==> src/mac_defines.svh <==
`ifndef MAC_DEFINES_SVH
`define MAC_DEFINES_SVH

// =====================================================================
// register map (printed offsets are indices, byte address is index*4)
// =====================================================================
`define MAC_IDX_BANK_SEL 8'h9f
`define MAC_IDX_CTRL 8'hc7
`define MAC_ADDR_BANK_SEL 12'h27c
`define MAC_ADDR_CTRL 12'h31c
`define MAC_APB_AW 12

// =====================================================================
// control register fields
// =====================================================================
`define MAC_CTRL_UNIF 6
`define MAC_CTRL_BANK_HI 5
`define MAC_CTRL_BANK_LO 4
`define MAC_CTRL_CACHE_OFF 1
`define MAC_CTRL_RSVD 0
`define MAC_BANKSEL_HI 1
`define MAC_BANKSEL_LO 0

// =====================================================================
// reset values and fixed mapping
// =====================================================================
`define MAC_RST_UNIF 1'b0
`define MAC_RST_BANK 2'h1
`define MAC_RST_CACHE_OFF 1'b0
`define MAC_RST_RSVD 1'b1
`define MAC_FIXED_BANK 2'h1
`define MAC_CODE_UPPER 15
`define MAC_RAM_BASE_DEF 16'he000

`endif

==> src/mac_pkg.sv <==
// =====================================================================
// shared types of the memory arbiter
// =====================================================================
package mac_pkg;
    // access sequencer states
    typedef enum logic [1:0] {
        MAC_IDLE = 2'b00,
        MAC_ACCESS = 2'b01,
        MAC_DONE = 2'b10
    } mac_state_t;
    // who owns the memory port
    typedef enum logic {
        MAC_OWNER_CPU = 1'b0,
        MAC_OWNER_DMA = 1'b1
    } mac_owner_t;
endpackage

==> src/mac_arbiter.sv <==
// Operation
// serve every cpu and dma memory access
// unified bit maps ram into code space
// software enables unified before running ram
// bank select picks 32 KB upper code bank
// bank select only effective on large flash
// bank field shared by both registers
// cache off invalidates, fetches bypass cache (code bypasses flash fetches only, ram fetches keep mem_bypass_cache low)
// software keeps reserved control bit 0 set
// dma wins same-cycle conflict, cpu stalls
`include "mac_defines.svh"
`timescale 1ns/1ps
`default_nettype none

module mac_arbiter
    import mac_pkg::*;
#(
    parameter bit LARGE_FLASH = 1'b1,
    parameter logic [15:0] RAM_BASE = `MAC_RAM_BASE_DEF
) (
    // clock and reset
    input wire logic clk,
    input wire logic sys_rst,
    // apb register port
    input wire logic psel,
    input wire logic penable,
    input wire logic pwrite,
    input wire logic [`MAC_APB_AW-1:0] paddr,
    input wire logic [31:0] pwdata,
    output logic [31:0] prdata,
    output logic pready,
    output logic pslverr,
    // processor requester
    input wire logic cpu_req,
    input wire logic cpu_code,
    input wire logic cpu_we,
    input wire logic [15:0] cpu_addr,
    input wire logic [7:0] cpu_wdata,
    output logic cpu_ack,
    // dma requester
    input wire logic dma_req,
    input wire logic dma_we,
    input wire logic [15:0] dma_addr,
    input wire logic [7:0] dma_wdata,
    output logic dma_ack,
    // shared read data to both requesters
    output logic [7:0] req_rdata,
    // physical memory port
    output logic mem_strobe,
    output logic mem_ram,
    output logic mem_we,
    output logic [16:0] mem_addr,
    output logic [7:0] mem_wdata,
    output logic mem_bypass_cache,
    input wire logic mem_ready,
    input wire logic [7:0] mem_rdata,
    // instruction cache control
    output logic cache_off,
    output logic cache_invalidate
);

    // =================================================================
    // elaboration checks
    // =================================================================
    // ram window must lie in the upper code half
    if (RAM_BASE[`MAC_CODE_UPPER] != 1'b1) begin : g_bad_ram_base
        $error("ram base must lie in the upper code half");
    end

    // =================================================================
    // register storage
    // =================================================================
    logic unif; // unified code mapping
    logic [1:0] bank; // single copy of the bank field
    logic rsvd0; // reserved control bit, plain storage
    logic apb_wr; // write commits this edge
    logic sel_ctrl; // address hits control register
    logic sel_bank; // address hits bank register
    logic [31:0] next_rdata; // read value for setup cycle

    assign sel_ctrl = (paddr == `MAC_ADDR_CTRL);
    assign sel_bank = (paddr == `MAC_ADDR_BANK_SEL);
    assign apb_wr = psel & penable & pready & pwrite;

    // read mux, both views show the same bank bits
    always_comb begin
        next_rdata = 32'h0;
        if (sel_ctrl) begin
            next_rdata[`MAC_CTRL_UNIF] = unif;
            next_rdata[`MAC_CTRL_BANK_HI:`MAC_CTRL_BANK_LO] = bank;
            next_rdata[`MAC_CTRL_CACHE_OFF] = cache_off;
            next_rdata[`MAC_CTRL_RSVD] = rsvd0;
        end else if (sel_bank) begin
            next_rdata[`MAC_BANKSEL_HI:`MAC_BANKSEL_LO] = bank;
        end
    end

    // apb answer: zero wait states, captured in setup cycle
    always_ff @(posedge clk) begin
        if (sys_rst) begin
            pready <= 1'b0;
            prdata <= 32'h0;
            pslverr <= 1'b0;
        end else begin
            pready <= psel & ~penable & ~pready;
            // error stands only beside pready, never lingers into idle
            pslverr <= psel & ~penable & ~pready & ~(sel_ctrl | sel_bank);
            if (psel & ~penable) begin
                prdata <= next_rdata;
            end
        end
    end

    // control bits written via the control register
    always_ff @(posedge clk) begin
        if (sys_rst) begin
            unif <= `MAC_RST_UNIF;
            cache_off <= `MAC_RST_CACHE_OFF;
            rsvd0 <= `MAC_RST_RSVD;
        end else if (apb_wr && sel_ctrl) begin
            unif <= pwdata[`MAC_CTRL_UNIF];
            cache_off <= pwdata[`MAC_CTRL_CACHE_OFF];
            rsvd0 <= pwdata[`MAC_CTRL_RSVD];
        end
    end

    // bank field, written through either location
    always_ff @(posedge clk) begin
        if (sys_rst) begin
            bank <= `MAC_RST_BANK;
        end else if (apb_wr && sel_ctrl) begin
            bank <= pwdata[`MAC_CTRL_BANK_HI:`MAC_CTRL_BANK_LO];
        end else if (apb_wr && sel_bank) begin
            bank <= pwdata[`MAC_BANKSEL_HI:`MAC_BANKSEL_LO];
        end
    end

    // one-cycle invalidate when the cache is switched off
    always_ff @(posedge clk) begin
        if (sys_rst) begin
            cache_invalidate <= 1'b0;
        end else begin
            cache_invalidate <= apb_wr & sel_ctrl & ~cache_off
                & pwdata[`MAC_CTRL_CACHE_OFF];
        end
    end

    // =================================================================
    // address mapping
    // =================================================================
    mac_owner_t next_owner; // requester chosen this cycle
    logic pick_code; // chosen access is a code fetch
    logic [15:0] pick_addr; // chosen logical address
    logic next_ram; // chosen access lands in ram
    logic [16:0] next_maddr; // physical address
    logic [1:0] eff_bank; // bank that really applies
    logic [15:0] ram_off; // offset into ram window

    // dma first on any simultaneous request
    assign next_owner = dma_req ? MAC_OWNER_DMA : MAC_OWNER_CPU;
    assign pick_code = (next_owner == MAC_OWNER_CPU) & cpu_code;
    assign pick_addr = (next_owner == MAC_OWNER_DMA) ? dma_addr : cpu_addr;
    // small flash: upper half is fixed, bank bits ignored
    assign eff_bank = LARGE_FLASH ? bank : `MAC_FIXED_BANK;
    assign ram_off = pick_addr - RAM_BASE;

    // decode logical address into memory and physical address
    always_comb begin
        next_ram = 1'b0;
        next_maddr = {1'b0, pick_addr};
        if (pick_addr >= RAM_BASE && (!pick_code || unif)) begin
            // data space always sees ram, code only when unified
            next_ram = 1'b1;
            next_maddr = {1'b0, ram_off};
        end else if (pick_code && pick_addr[`MAC_CODE_UPPER]) begin
            // upper code half through the bank window
            next_maddr = {eff_bank, pick_addr[`MAC_CODE_UPPER-1:0]};
        end
    end

    // =================================================================
    // access sequencer
    // =================================================================
    mac_state_t state; // sequencer state
    mac_owner_t owner; // requester being served

    // issue, wait for memory, acknowledge, then take next request
    always_ff @(posedge clk) begin
        if (sys_rst) begin
            state <= MAC_IDLE;
            owner <= MAC_OWNER_CPU;
            mem_strobe <= 1'b0;
            mem_ram <= 1'b0;
            mem_we <= 1'b0;
            mem_addr <= 17'h0;
            mem_wdata <= 8'h0;
            mem_bypass_cache <= 1'b0;
            cpu_ack <= 1'b0;
            dma_ack <= 1'b0;
            req_rdata <= 8'h0;
        end else begin
            cpu_ack <= 1'b0;
            dma_ack <= 1'b0;
            case (state)
                MAC_IDLE: begin
                    // any pending request is granted
                    if (cpu_req | dma_req) begin
                        owner <= next_owner;
                        mem_strobe <= 1'b1;
                        mem_ram <= next_ram;
                        mem_addr <= next_maddr;
                        mem_we <= dma_req ? dma_we : cpu_we;
                        mem_wdata <= dma_req ? dma_wdata : cpu_wdata;
                        // flash fetches skip the cache while it is off, ram fetches never do
                        mem_bypass_cache <= pick_code & cache_off & ~next_ram;
                        state <= MAC_ACCESS;
                    end
                end
                MAC_ACCESS: begin
                    // loser stays stalled until this completes
                    if (mem_ready) begin
                        mem_strobe <= 1'b0;
                        req_rdata <= mem_rdata;
                        cpu_ack <= (owner == MAC_OWNER_CPU);
                        dma_ack <= (owner == MAC_OWNER_DMA);
                        state <= MAC_DONE;
                    end
                end
                MAC_DONE: begin
                    // requester drops or renews its request here
                    state <= MAC_IDLE;
                end
                default: begin
                    state <= MAC_IDLE;
                end
            endcase
        end
    end

endmodule // mac_arbiter

`default_nettype wire

==> config.mk <==
export PLATFORM = sky130hd
export DESIGN_NAME = mac_arbiter
export DESIGN_NICKNAME = d
export VERILOG_FILES = /design/src/mac_pkg.sv /design/src/mac_arbiter.sv
export VERILOG_INCLUDE_DIRS = /design/src
export SDC_FILE = /design/constraint.sdc
export NUM_CORES = 1
export LEC_CHECK = 0
export ABC_CLOCK_PERIOD_IN_PS = 2100
export BUFFER_PORTS_ARGS = -buffer_cell sky130_fd_sc_hd__buf_2
export CORE_MARGIN = 2
export CORE_UTILIZATION = 35
export CTS_CLUSTER_SIZE = 24
export DETAILED_ROUTE_END_ITERATION = 6
export PLACE_DENSITY = 0.7
export REMOVE_ABC_BUFFERS = 1
export SYNTH_ARGS = -nofsm -noshare
export SYNTH_HDL_FRONTEND = slang
export SYNTH_SLANG_ARGS = --single-unit
export TNS_END_PERCENT = 20
==> constraint.sdc <==
create_clock -name clk -period 2.1 [get_ports clk]
set_input_delay 0.21 -clock clk [delete_from_list [all_inputs] [get_ports clk]]
set_output_delay 0.21 -clock clk [all_outputs]
set_load 0.02 [all_outputs]
=== Word level (Yosys, flattened, before mapping) ===
Index checks and enable logic that the tools add are counted.

* Bits in registers: 55
* Latch bits: 0
* Memory bits (writable): 0
* Bits in read-only memories: 0
* Input port bits: 111
* Output and inout port bits: 75
* Logic and storage cells: 81
* Memories kept: 0

* Add/sub/neg operators: 1
* Multiply operators: 0
* Divide/modulo/power cells: 0
* Order comparisons: 1
* Equal/unequal tests: 5
* Shift operators: 0
* Mux-type cells: 18
* Bitwise operators: 23
* Reductions and logical operators: 14

{| class="wikitable"
|+ Operator list
! kind !! number
|-
| $mux W17 || 2
|-
| $eq A12 B10 Y1 const B || 2
|-
| $ge A16 B16 Y1 const B || 1
|-
| $mux W16 || 1
|-
| $sub A16 B16 Y16 const B || 1
|-
| $and A1 B1 Y1 || 12
|-
| $mux W2 || 6
|-
| $not A1 Y1 || 9
|-
| $mux W8 || 1
|-
| $reduce_and A2 Y1 || 3
|-
| $mux W1 || 5
|-
| $logic_and A1 B1 Y1 || 4
|-
| $ne A2 B2 Y1 const B || 2
|-
| $pmux W2 S2 || 1
|-
| $reduce_bool A2 Y1 || 2
|-
| $mux W3 || 1
|-
| $reduce_and A3 Y1 || 1
|-
| $reduce_or A3 Y1 || 1
|-
| $eq A2 B1 Y1 const B || 1
|-
| $logic_not A2 Y1 || 1
|-
| $or A1 B1 Y1 || 2
|-
| $pmux W1 S2 || 1
|-
| $logic_not A1 Y1 || 1
|-
| $logic_or A1 B1 Y1 || 1
|}

=== Logic depth before layout (Yosys ltp) ===
* Depth after elaboration: 9
* Gate-level depth with buffers: 6
* Gate-level depth less buffers: 5

=== Worst setup path after synthesis ===
No wires, ideal clock.

* Path type: input -> register
* Start point: in paddr[7]
* End point: reg bank[1]
* Setup time: 122 ps
* Arrival: 1,380 ps
* Slack: 598 ps
* Stages: 4
* Buffers on the path: 0
* Path through: or3_4 nor2_8 mux2_2 o311a_1

* Cells in the longest elaborated chain, start to end: 3
* Elaborated cells between the ends (all ways): 6

{| class="wikitable"
|+ RTL lines
! element !! line !! source
|-
| from (decl) || mac_arbiter.sv:28 || <nowiki>input wire logic [`MAC_APB_AW-1:0] paddr,</nowiki>
|-
| $eq A12 B10 Y1 (no line) || - ||
|-
| $logic_and A1 B1 Y1 (on tied branches) || mac_arbiter.sv:131, mac_arbiter.sv:133 ||
|-
| $mux W2 / $reduce_bool A2 Y1 (equally long branches) || - ||
|-
| to (signal assigned) || mac_arbiter.sv:130 || <nowiki>bank <= `MAC_RST_BANK;</nowiki>
|-
| to (signal assigned) || mac_arbiter.sv:132 || <nowiki>bank <= pwdata[`MAC_CTRL_BANK_HI:`MAC_CTRL_BANK_LO];</nowiki>
|-
| to (signal assigned) || mac_arbiter.sv:134 || <nowiki>bank <= pwdata[`MAC_BANKSEL_HI:`MAC_BANKSEL_LO];</nowiki>
|-
| to (decl) || mac_arbiter.sv:74 || <nowiki>logic [1:0] bank;</nowiki>
|}

Several ways; a longest one is shown, not always the timed one.
A chain may end at the register's enable or synchronous reset.

=== Final worst setup path ===
* Start point: reg state[1]
* End point: reg req_rdata[4]

* Cells in the longest elaborated chain, start to end: 2

{| class="wikitable"
|+ RTL lines
! element !! line !! source
|-
| from (decl) || mac_arbiter.sv:184 || <nowiki>mac_state_t state;</nowiki>
|-
| from (signal assigned) || mac_arbiter.sv:190 || <nowiki>state <= MAC_IDLE;</nowiki>
|-
| from (signal assigned) || mac_arbiter.sv:216 || <nowiki>state <= MAC_ACCESS;</nowiki>
|-
| from (signal assigned) || mac_arbiter.sv:226 || <nowiki>state <= MAC_DONE;</nowiki>
|-
| $eq A2 B1 Y1 || mac_arbiter.sv:204 || <nowiki>case (state)</nowiki>
|-
| $reduce_and A2 Y1 (no line) || - ||
|-
| to (signal assigned) || mac_arbiter.sv:223 || <nowiki>req_rdata <= mem_rdata;</nowiki>
|-
| to (decl) || mac_arbiter.sv:47 || <nowiki>output logic [7:0] req_rdata,</nowiki>
|}

Every way passes these cells.

==> results.cfg <==
[outcome]
status = finished, final reports clean

[synthesis]
synth-async-reset-ratio_pct = 0
yosys.cell_types.count = 45
yosys_warnings = 0
synth.cell_area_um2 = 2620
yosysSeqAreaShare_pct = 42.0
synth_cells = 282
synth.avg_cell_area_um2 = 9.29
synth_seq_cells = 55
synth_edf_count = 0
synth-main-ff-cell = dfxtp_1

[clock_tree]
tritoncts = yes
post_cts_buffers = 0
cts_root_buf = clkbuf_8
post_cts_resized = 0
cts_buffers = 5
clockBufferDepth = 2
htreeDepth = 2
ctsHoldBuffers = 0
cts.sinks = 55
clk-insertion-delay-late_ns = 0.30
clkTransAtPathRegs_ns = 0.09

[worst_setup_path]
slowest_delay_ns = 0.55
cp.required_ns = 2.28
rr_startpoint = state[1]$_SDFFE_PP0P_
reg2reg_setup_slack_ns = 0.70
crit_path_max_fanout = 11
crit_type = register to register
worstPathArrival_ns = 1.58
rr_endpoint = req_rdata[4]$_SDFFE_PP0P_
endpoint_kind = register
slowest_stage = nand3b_1
reg2reg_depth = 3
path_cells = nand3b_1 > mux2i_1 > nor2_1
start_kind = register

[finish]
drive_gt1_share_pct = 37.3
antennaDiodeCount = 0
final_nets = 518
area_growth_pct = 27.5

[detailed_routing]
vias = 2321
wl_per_cell_um = 11.7
drc_errors = 0
drt_iter0_drc = 25
ant_nets = 0
vias_per_cell = 4.59
wirelength_um = 5950
drt_first_pass_iters = 4

[sta]
max-slew-margin-rel_pct = 53.2
whs_ns = 0.132
tns_ns = 0
period_needed_ns = 1.40
skew_ns = 0.00601
period_share_pct = 66.5
finalMaxSlewViolations = 0
setup_viol = 0
fmax_ghz = 0.716
rsz0062_at_grt = false
finalHoldViolCount = 0
worstMarginPinSlew_ns = 0.695

[grt]
grt_usage_pct = 14.3
grt_pass1_wl_um = 9630
grt_max_degree = 45
grt_overflow = 0
grt_pass1_vias = 2241
antenna_found_initial = 0

[die]
core-area_um2 = 7250
num_rows = 31
ioPinCount = 186
die_h_um = 90.5
die-area_um2 = 8190
start_util_pct = 36.1
die_w_um = 90.5

[hold_path]
hold_start = mem_rdata[5]
hold_end = req_rdata[5]$_SDFFE_PP0P_
min_path_cells = 3
hold_path_class = primary input to register

[power_and_ir_drop]
p_per_area_nw_per_um2 = 673
power_mw = 2.25
ir_drop_mv = 0.328
comb_power_share_pct = 23.7
power.internal_mw = 1.56
clockPowerShare_pct = 25.0
switching_share_pct = 30.8
power_frac_seq_pct = 51.3
p_sw_mw = 0.692
p_leak_nw = 1.67

[placed_design]
place_congestion = 0.856
dpl.hpwl_um = 4640
numPortBuffers = 131

[run]
cap_violations = 0
kinds of logic after synthesis:
| group | after synthesis | share of synthesized area (%) |
|---|---|---|
| compound gates | 57 | 15.1 |
| fa+ha+maj | 1 | 0.478 |
| buf+inv | 46 | 11.2 |
| flops | 55 | 42.0 |
| mux | 35 | 13.5 |
| other cells | 1 | 0.143 |
| simple gates | 87 | 17.5 |
critical path, delay by kind of cell, from the launching register on:
family | cells | cell delay (ns)
and+or+nand+nor | 2 | 0.61
muxes | 1 | 0.31
DFF | 1 | 0.36
area by class of cell:
type | count | area [um2]
Fill cell | 722 | 3910
Multi-Input combinational cell | 207 | 1330
Sequential cell | 55 | 1100
Timing Repair Buffer | 134 | 691
Tap cell | 99 | 124
Clock buffer | 6 | 72.6
Clock inverter | 2 | 12.5
Inverter | 3 | 11.3
how the worst max path moves through the flow:
stage / start / endpoint
global placement: paddr[7] / bank[1]$_SDFFE_PP0P_
CTS: state[1]$_SDFFE_PP0P_ / req_rdata[6]$_SDFFE_PP0P_
finish: state[1]$_SDFFE_PP0P_ / req_rdata[4]$_SDFFE_PP0P_
floorplan: state[0]$_SDFFE_PP0P_ / mem_addr[14]$_SDFFE_PP0P_
detailed placement: paddr[5] / bank[1]$_SDFFE_PP0P_
global route: state[0]$_SDFFE_PP0P_ / req_rdata[2]$_SDFFE_PP0P_
metrics by stage:
step | setup slack, ns | cell area (um2) | utilization [%] | instances
after detailed placement | 0.413 | 3250 | 44.9 | 498
after global routing | 0.562 | 3340 | 46.0 | 506
after global placement | 0.434 | 3250 | 44.9 | 498
after floorplan | -0.304 | 2430 | - | 265
final | 0.704 | 3340 | 46.0 | 506
after CTS | 0.682 | 3340 | 46.0 | 506
cell usage after synthesis (all sizes together) (2+ instances only):
master / n / area share (%)
nand2: 15 / 2.1
a2111o: 2 / 0.86
o311ai: 2 / 0.67
nand2b: 2 / 0.48
clkbuf: 7 / 1.0
inv: 3 / 0.43
and2: 3 / 0.72
o211ai: 2 / 0.57
nand4: 3 / 0.72
dfxtp: 55 / 42
nor2b: 2 / 0.48
o21ai: 9 / 1.7
or3b: 2 / 0.76
a32o: 2 / 0.76
nand3: 7 / 1.3
nor2: 37 / 5.9
a21oi: 11 / 2.1
nor3: 7 / 1.7
mux2i: 32 / 12
mux2: 3 / 1.3
o21a: 2 / 0.57
a211oi: 22 / 6.3
buf: 36 / 9.8
nand3b: 2 / 0.57
metal layers:
metal | routed length, um | share of wire, % | track usage (%)
met5 | 0 | 0 | 0
met4 | 80 | 1.3 | 4.62
met3 | 364 | 6.1 | 3.42
met2 | 2940 | 49 | 26.0
met1 | 2560 | 43 | 16.4
power groups by stage:
stage | clock network [mW] | logic, mW | registers, mW
after global routing | 0.638 | 0.584 | 1.17
final | 0.563 | 0.533 | 1.15
after detailed placement | 0 | 0.538 | 1.18
after global placement | 0 | 0.530 | 1.18
after CTS | 0.588 | 0.539 | 1.15
after floorplan | 0 | 0.228 | 1.26
cell usage in the layout (no fill, tap or decap), types with 2 or more instances in the layout:
cell type and count:
nand2_1 15, nand3_1 7, and2_1 3, nand4_1 3
o21a_1 2, nor3_1 5, dfxtp_1 55, o21ai_0 8
buf_2 131, o211ai_1 2, nor2_1 36, a211oi_1 22
a2111o_1 2, nand2b_1 2, mux2_2 3, conb_1 27
nand3b_1 2, inv_1 3, buf_4 2, a21oi_1 11
mux2i_1 32, a32o_1 2, clkbuf_8 5, nor2b_1 2
sequential cells by signal, summed over array words and instances, names as in the netlist, 2 cells and up:
register   count
mem_addr      17
mem_wdata      8
req_rdata      8
prdata         5
bank           2
state          2
Note: power is estimated with default switching activity, not from simulation.
